File: src/design/mlg_pkg.sv
// package: register offsets, field layouts, reset values and decoded setting types for the modem loop gain block
package mlg_pkg;

    // ****************************************
    // register map
    // ****************************************
    localparam logic [5:0] BIT_SYNC_CONFIG_ADDR = 6'h1a;
    localparam logic [5:0] GAIN_CONTROL_2_ADDR  = 6'h1b;

    localparam logic [7:0] BIT_SYNC_CONFIG_RST  = 8'h6c;
    localparam logic [7:0] GAIN_CONTROL_2_RST   = 8'h03;

    // ****************************************
    // field positions
    // ****************************************
    localparam int PRE_KI_LSB  = 6;
    localparam int PRE_KP_LSB  = 4;
    localparam int POST_KI_BIT = 3;
    localparam int POST_KP_BIT = 2;
    localparam int LIMIT_LSB   = 0;
    localparam int DIGITAL_VARIABLE_AMP_LSB    = 6;
    localparam int LNA_LSB     = 3;
    localparam int TARGET_LSB  = 0;

    // amplitude targets in dB, indexed by setting code
    localparam logic [5:0] TARGET_DB_0 = 6'h18;
    localparam logic [5:0] TARGET_DB_1 = 6'h1b;
    localparam logic [5:0] TARGET_DB_2 = 6'h1e;
    localparam logic [5:0] TARGET_DB_3 = 6'h21;
    localparam logic [5:0] TARGET_DB_4 = 6'h24;
    localparam logic [5:0] TARGET_DB_5 = 6'h26;
    localparam logic [5:0] TARGET_DB_6 = 6'h28;
    localparam logic [5:0] TARGET_DB_7 = 6'h2a;

    // front-end cap reductions in tenths of a dB, indexed by setting code
    localparam logic [7:0] LNA_CUT_0 = 8'h00;
    localparam logic [7:0] LNA_CUT_1 = 8'h1a;
    localparam logic [7:0] LNA_CUT_2 = 8'h3d;
    localparam logic [7:0] LNA_CUT_3 = 8'h4a;
    localparam logic [7:0] LNA_CUT_4 = 8'h5c;
    localparam logic [7:0] LNA_CUT_5 = 8'h73;
    localparam logic [7:0] LNA_CUT_6 = 8'h92;
    localparam logic [7:0] LNA_CUT_7 = 8'hab;

    // rate saturation limits in thousandths of a percent
    localparam logic [13:0] RATE_LIMIT_1 = 14'h0c35;
    localparam logic [13:0] RATE_LIMIT_2 = 14'h186a;
    localparam logic [13:0] RATE_LIMIT_3 = 14'h30d4;
    localparam logic [13:0] RATE_LIMIT_0 = 14'h0000;

    // ****************************************
    // carriers
    // ****************************************
    // gains are expressed in half-steps of the base gain: 2 = 1x, 1 = 0.5x
    typedef struct packed {
        logic [3:0]  integral_half_steps;
        logic [3:0]  proportional_half_steps;
        logic        rate_comp_enable;
        logic [13:0] rate_limit_milli_pct;
    } mlg_clock_loop_t;

    typedef struct packed {
        logic [1:0] digital_amp_excluded;
        logic [7:0] front_amp_cut_tenth_db;
        logic [5:0] amplitude_target_db;
    } mlg_agc_t;

    typedef struct packed {
        logic       write;
        logic [5:0] addr;
        logic [7:0] wdata;
    } mlg_reg_req_t;

endpackage

File: src/design/mlg_gain_decode.sv
// gain control decode: amplifier caps and amplitude target from the gain control register
module mlg_gain_decode
    import mlg_pkg::*;
(
    input  wire logic [7:0]   i_gain_control_2,
    output mlg_pkg::mlg_agc_t o_agc
);

    logic [1:0] digital_variable_amp_field;
    logic [2:0] lna_field;
    logic [2:0] target_field;

    assign digital_variable_amp_field   = i_gain_control_2[DIGITAL_VARIABLE_AMP_LSB +: 2];
    assign lna_field    = i_gain_control_2[LNA_LSB +: 3];
    assign target_field = i_gain_control_2[TARGET_LSB +: 3];

    always_comb begin
        o_agc.digital_amp_excluded = digital_variable_amp_field;
        unique case (lna_field)
            3'h0: o_agc.front_amp_cut_tenth_db = LNA_CUT_0;
            3'h1: o_agc.front_amp_cut_tenth_db = LNA_CUT_1;
            3'h2: o_agc.front_amp_cut_tenth_db = LNA_CUT_2;
            3'h3: o_agc.front_amp_cut_tenth_db = LNA_CUT_3;
            3'h4: o_agc.front_amp_cut_tenth_db = LNA_CUT_4;
            3'h5: o_agc.front_amp_cut_tenth_db = LNA_CUT_5;
            3'h6: o_agc.front_amp_cut_tenth_db = LNA_CUT_6;
            3'h7: o_agc.front_amp_cut_tenth_db = LNA_CUT_7;
        endcase
        unique case (target_field)
            3'h0: o_agc.amplitude_target_db = TARGET_DB_0;
            3'h1: o_agc.amplitude_target_db = TARGET_DB_1;
            3'h2: o_agc.amplitude_target_db = TARGET_DB_2;
            3'h3: o_agc.amplitude_target_db = TARGET_DB_3;
            3'h4: o_agc.amplitude_target_db = TARGET_DB_4;
            3'h5: o_agc.amplitude_target_db = TARGET_DB_5;
            3'h6: o_agc.amplitude_target_db = TARGET_DB_6;
            3'h7: o_agc.amplitude_target_db = TARGET_DB_7;
        endcase
    end

endmodule

File: src/design/mlg_loop_config.sv
// modem loop gain configuration: register pair, sync phase tracking and decoded loop settings
module mlg_loop_config
    import mlg_pkg::*;
(
    input  wire logic                  i_clock,
    input  wire logic                  i_rst_n,
    input  wire mlg_pkg::mlg_reg_req_t i_req,
    input  wire logic                  i_req_valid,
    input  wire logic                  i_rx_start,
    input  wire logic                  i_sync_found,
    output logic [7:0]                 o_rdata,
    output logic                       o_post_sync,
    output mlg_pkg::mlg_clock_loop_t   o_clock_loop,
    output mlg_pkg::mlg_agc_t          o_agc
);

    // ****************************************
    // registers
    // ****************************************
    logic [7:0] bit_sync_config_q;
    logic [7:0] bit_sync_config_d;
    logic [7:0] gain_control_2_q;
    logic [7:0] gain_control_2_d;
    logic [7:0] rdata_q;
    logic [7:0] rdata_d;
    logic       post_sync_q;
    logic       post_sync_d;

    always_comb begin
        bit_sync_config_d = bit_sync_config_q;
        gain_control_2_d  = gain_control_2_q;
        rdata_d           = 8'h00;
        if (i_req_valid && i_req.write) begin
            if (i_req.addr == BIT_SYNC_CONFIG_ADDR) begin
                bit_sync_config_d = i_req.wdata;
            end
            if (i_req.addr == GAIN_CONTROL_2_ADDR) begin
                gain_control_2_d = i_req.wdata;
            end
        end
        // unmapped addresses read as zero
        if (i_req.addr == BIT_SYNC_CONFIG_ADDR) begin
            rdata_d = bit_sync_config_q;
        end else if (i_req.addr == GAIN_CONTROL_2_ADDR) begin
            rdata_d = gain_control_2_q;
        end
    end

    // ****************************************
    // sync phase
    // ****************************************
    // a new reception outranks a sync hit in the same cycle: stale sync must not carry over
    always_comb begin
        post_sync_d = post_sync_q;
        if (i_rx_start) begin
            post_sync_d = 1'b0;
        end else if (i_sync_found) begin
            post_sync_d = 1'b1;
        end
    end

    always_ff @(posedge i_clock or negedge i_rst_n) begin
        if (!i_rst_n) begin
            bit_sync_config_q <= BIT_SYNC_CONFIG_RST;
            gain_control_2_q  <= GAIN_CONTROL_2_RST;
            rdata_q           <= 8'h00;
            post_sync_q       <= 1'b0;
        end else begin
            bit_sync_config_q <= bit_sync_config_d;
            gain_control_2_q  <= gain_control_2_d;
            rdata_q           <= rdata_d;
            post_sync_q       <= post_sync_d;
        end
    end

    assign o_rdata     = rdata_q;
    assign o_post_sync = post_sync_q;

    // ****************************************
    // clock recovery decode
    // ****************************************
    // code n gives (n+1) times base, i.e. 2(n+1) half-steps
    function automatic logic [3:0] gain_half_steps(input logic [1:0] code);
        return {1'b0, code, 1'b0} + 4'h2;
    endfunction

    logic [1:0] pre_ki;
    logic [1:0] pre_kp;
    logic       post_ki;
    logic       post_kp;
    logic [1:0] limit_code;

    assign pre_ki     = bit_sync_config_q[PRE_KI_LSB +: 2];
    assign pre_kp     = bit_sync_config_q[PRE_KP_LSB +: 2];
    assign post_ki    = bit_sync_config_q[POST_KI_BIT];
    assign post_kp    = bit_sync_config_q[POST_KP_BIT];
    assign limit_code = bit_sync_config_q[LIMIT_LSB +: 2];

    always_comb begin
        o_clock_loop.integral_half_steps     = gain_half_steps(pre_ki);
        o_clock_loop.proportional_half_steps = gain_half_steps(pre_kp);
        if (post_sync_q && post_ki) begin
            o_clock_loop.integral_half_steps = 4'h1;
        end
        if (post_sync_q && post_kp) begin
            o_clock_loop.proportional_half_steps = 4'h2;
        end
        o_clock_loop.rate_comp_enable = (limit_code != 2'h0);
        unique case (limit_code)
            2'h0: o_clock_loop.rate_limit_milli_pct = RATE_LIMIT_0;
            2'h1: o_clock_loop.rate_limit_milli_pct = RATE_LIMIT_1;
            2'h2: o_clock_loop.rate_limit_milli_pct = RATE_LIMIT_2;
            2'h3: o_clock_loop.rate_limit_milli_pct = RATE_LIMIT_3;
        endcase
    end

    // ****************************************
    // gain control decode
    // ****************************************
    mlg_gain_decode u_gain_decode (
        .i_gain_control_2 (gain_control_2_q),
        .o_agc            (o_agc)
    );

endmodule

File: config.mk
export PLATFORM = sky130hd
export DESIGN_NAME = mlg_loop_config
export DESIGN_NICKNAME = d
export VERILOG_FILES = /design/src/design/mlg_pkg.sv /design/src/design/mlg_gain_decode.sv /design/src/design/mlg_loop_config.sv
export SDC_FILE = /design/constraint.sdc
export NUM_CORES = 1
export LEC_CHECK = 0
export ABC_CLOCK_PERIOD_IN_PS = 1100
export BUFFER_PORTS_ARGS = -buffer_cell sky130_fd_sc_hd__buf_2
export CAP_MARGIN = 20
export CORE_AREA = 2 2 64 66
export CTS_CLUSTER_SIZE = 20
export DETAILED_ROUTE_END_ITERATION = 8
export DIE_AREA = 0 0 66 68
export GPL_ROUTABILITY_DRIVEN = 1
export MAX_ROUTING_LAYER = met4
export PLACE_DENSITY = 0.85
export SLEW_MARGIN = 5
export SYNTH_ARGS = -nofsm -noshare
export SYNTH_HDL_FRONTEND = slang
export SYNTH_HIERARCHICAL = 1
export SYNTH_SLANG_ARGS = --single-unit
File: constraint.sdc
create_clock -name i_clock -period 1.1 [get_ports i_clock]
set_input_delay 0 -clock i_clock [delete_from_list [all_inputs] [get_ports i_clock]]
set_output_delay 0 -clock i_clock [all_outputs]
set_load 0.02 [all_outputs]
# [Word level (Yosys, flattened, before mapping)]
# Memories as Yosys holds them, arrays and structs flattened.
# Cells that the tools add are included.
[classes] n_reduce_logical=8 eq_ne=5 add_sub_neg=2 mux=7
[ops] cell="one-hot mux 14 bit (4 select lines)" count=1
[ops] cell="two-way mux 8 bit" count=2
[ops] cell="== test 6 x 5 -> 1 bit, second input constant" count=2
[ops] cell="adder 3 x 2 -> 4 bit, second input constant" count=2
[ops] cell="two-way mux 4 bit" count=2
[ops] cell="== test 2 bit, second input constant" count=2
[ops] cell="AND reduction 2 bit" count=2
[ops] cell="nonzero test 2 bit" count=2
[ops] cell="logical AND 1 bit" count=3
[ops] cell="== test 2 x 1 -> 1 bit, second input constant" count=1
[ops] cell="zero test 2 bit" count=1
[ops] cell="two-way mux 1 bit" count=2
[totals] elab_cells=28 input_bits=20 mem_bits_ro=112 mem_count=2 regBits=25 out_inout_bits=48
[memory_table] memory="(name not given)" depth=8 width=8 rd=1 rd_clocked_by_memory_dff=0 write_ports=0 line_no="mlg_gain_decode.sv:19" source="unique case (lna_field)"
[memory_table] memory="(name not given)" depth=8 width=6 rd=1 rd_clocked_by_memory_dff=0 write_ports=0 line_no="mlg_gain_decode.sv:29" source="unique case (target_field)"

# [Logic depth before layout (Yosys ltp)]
[depth] ltp_word=3 depth_mapped=5 ltp_nobuf=4

# [Modules after synthesis]
# The synthesis kept the hierarchy.
[modules_own_cells] mod="mlg_loop_config" instances=1 seq_area_each_um2=633.1 area_each_um2=1260.0 cells_each=98
[modules_own_cells] mod="mlg_gain_decode" instances=1 seq_area_each_um2=0.0 area_each_um2=277.8 cells_each=36

# [Worst setup path before layout]
# No wires, ideal clock.
[synth_path] kind="flip-flop to output port" start="reg bit_sync_config_q[1]" end="out o_clock_loop[4] in the netlist's numbering" required_ns=1.100 path_buffers=1 t_arrival_ns=1.375 setup_slack_ns=-0.275 stages_incl_launch_ff=6 path_cell_list="dfrtp_1 -> inv_1 -> ha_1 -> nor2_1 -> nor2_1 -> buf_4"
[synth_lines] element="from (decl)" line_no="mlg_loop_config.sv:20" source="logic [7:0] bit_sync_config_q;"
[synth_lines] element="from (signal assigned)" line_no="mlg_loop_config.sv:69" source="bit_sync_config_q <= bit_sync_config_d;"
[synth_lines] element="to (decl)" line_no="mlg_loop_config.sv:13" source="output mlg_pkg::mlg_clock_loop_t o_clock_loop,"

==> impl_metrics.ini <==
[sta]
fin_crit_sh_pct = 128.8
fin_skew_ps = 5.371
max_clock_freq_mhz = 705.7
hold_slack_ps = 157.5
maxSlewHeadroom_pct = 62.09
slew_viol_final = 0
worst_pin_slew_ps = 568.7
hold_violations = 0
setup_viol = 34
fin_ws_ps = -317.1
rsz0062_at_grt = true
fin_crit_ps = 1417

[logic_synthesis]
yosysTopAreaCell = dfrtp_1
syn_avg_cell_area_um2 = 11.48
synth_top_area_share_pct = 30.92
synth_ff_type = dfrtp_1
synthCells = 134
ys_seq_area_share_pct = 41.17
synth-edff-count = 0
synth_cell_type_count = 24
synth_commonest_cells = dfrtp_1 (19), nor2_1 (17), ha_1 (14)
async_reset_ff_share_pct = 100.0
synth_seq_cells = 25
netlist_area_um2 = 1538
ys_warn_count = 6
yosysMostFrequentCell = dfrtp_1
yosys-top-cells-area = dfrtp_1 (31%), ha_1 (11%), dfstp_2 (10%)

[final_layout]
postLayoutCoreUtil_pct = 69.79
final_net_count = 266
postLayoutCellArea_um2 = 2691
antenna_cells = 0
layout.cells.non_filler = 281
drive_above_1_share_pct = 76.19
fillCellCount = 272
syn_to_final_growth_pct = 75.02

[clock_network]
htreeDepth = 1
cts_tree = done
cts_made_buffers = 3
clk_path_buf_depth = 2
cts_root_buf = clkbuf_8
cts.sink_count = 25
insertion_delay_ps = 280
path_clk_slew_ps = 100

[critical_path]
cp_max_fo = 2
arrival_ps = 1420
crit_chain = inv_2 -> ha_4 -> mux2_4 -> buf_6
critPathCaptureType = output pin
path_class = reg2out
slowest_delay_ps = 550
crit_family = flip-flops
cp_slowest_cell = dfstp_2
required_ps = 1100
critPathBufInv = 2
startpoint_type = flop

[global_route]
grt_max_degree = 26
gr-usage-all-layers_pct = 21.17
antenna_found_initial = 0
overflow = 0
first_global_vias = 1434
grt_pass1_wl_mm = 6.920

[floorplanning]
core-area_um2 = 3856
io_pins = 68
rows = 23
die_x_um = 66
die_area_um2 = 4488
start_util_pct = 39.88
chipHeight_um = 68

[route]
wl_per_cell_um = 15.86
drc_errors = 0
route.antenna.remaining_nets = 0
drt_iter0_drc = 15
vias = 1326
dr.pass1.iters = 4
finalWirelength_mm = 4.458
via_per_inst = 4.719

[hold_path]
hold_path_class = in2reg

[pwr]
powerDensity_nw_per_um2 = 1047
peakVddDrop_mv = 0.9597
p_leak_nw = 1.324

[place]
dp_slack_ps = -188.5
io_buffers = 64
place_inst = 248
dp_hpwl_mm = 2.555
dpl_cell_area_um2 = 1948
routabilityCongestion = 0.7273

[status]
status = complete, but fails checks
violations = setup timing

[run]
maxCapViolations = 0
## flip-flops by register name, summed over array words and instances, names as in the netlist
| register | count |
|---|---|
| bit_sync_config_q | 8 |
| gain_control_2_q | 8 |
| o_rdata | 8 |
| o_post_sync | 1 |
## per-layer routing
layer / GRT usage, % / up-vias / part of all wire [%] / wire [um]
li1: - / 616 / - / -
met1: 23.50 / 666 / 38 / 1673
met2: 39.90 / 38 / 57 / 2561
met3: 3.289 / 6 / 3.5 / 155
met4: 5.357 / 0 / 1.5 / 67
met5: - / - / 0 / 0
## through the flow
stage               TNS (ps)  total power [mW]
global placement       -2551             1.762
floorplan             -993.9             1.572
CTS                    -5860             2.730
detailed placement     -2883             1.794
global route           -8144             2.950
finish                 -6573             2.818
## cells by family (layout without fill, tap and decap cells)
| group | count (synthesis) | after routing | synth area share (%) |
|---|---|---|---|
| multiplexers | 28 | 28 | 22.13 |
| AND/OR/NAND/NOR | 38 | 38 | 13.10 |
| AO/OA/AOI/OAI | 3 | 3 | 0.9761 |
| other | 1 | 3 | 0.2439 |
| buffers and inverters | 25 | 120 | 10.98 |
| flip-flops | 25 | 25 | 41.17 |
| adder cells (fa/ha/maj) | 14 | 14 | 11.39 |
## report_power, final
group | leakage, nW | internal [mW] | switching, mW
combinational | 0.989 | 0.627 | 0.530
sequential | 0.313 | 0.988 | 0.0873
clock | 0.0217 | 0.258 | 0.327
## timing repair
action	in CTS	in global routing
hold buffers	11	0
setup endpoints to repair	34	37
pin swaps	16	4
hold endpoints to repair	36	0
setup buffers	13	6
resized for setup	107	21
## path summary, 6_finish.rpt
| check | from | end | slack, ps | cells past startpoint |
|---|---|---|---|---|
| max | gain_control_2_q[0] | o_agc[2] | -320 | 4 |
| min | i_req[13] | o_rdata[7] | 160 | 3 |
| max reg2reg | gain_control_2_q[4] | gain_control_2_q[4] | 10 | 3 |
| min reg2reg | o_post_sync | o_post_sync | 570 | 2 |
| max in group asynchronous | i_rst_n | gain_control_2_q[3] | 440 | 2 |
| min in group asynchronous | i_rst_n | o_post_sync | 240 | 2 |
## layout make-up
| class | count | area, um^2 | share of cell area, % |
|---|---|---|---|
| multi-input cells | 86 | 985.9 | 36.63 |
| repair buffers | 108 | 918.4 | 34.12 |
| clock buffers | 3 | 41.29 | 1.534 |
| well taps | 50 | 62.56 | 2.325 |
| flip-flops and latches | 25 | 640.6 | 23.80 |
| inverters | 8 | 35.03 | 1.302 |
| clock inverters | 1 | 7.507 | 0.2789 |
## layout by cell type (no fill, tap or decap), types with 8 or more instances in the layout
cell type,netlist,routed
buf_4,12,24
mux2_2,8,8
dfrtp_1,19,13
dlygate4sd3_1,0,11
buf_6,4,42
buf_2,0,31
nor2_1,17,13
mux2i_1,10,9
ha_4,0,11
mux2_4,10,10
## worst reg2reg max path, cell delays in order, from the launching register on
cell and delay (ps):
dfrtp_2 480, buf_6 160, buf_6 110, mux2_4 240
No activity file was read; power rests on OpenSTA's default activity.
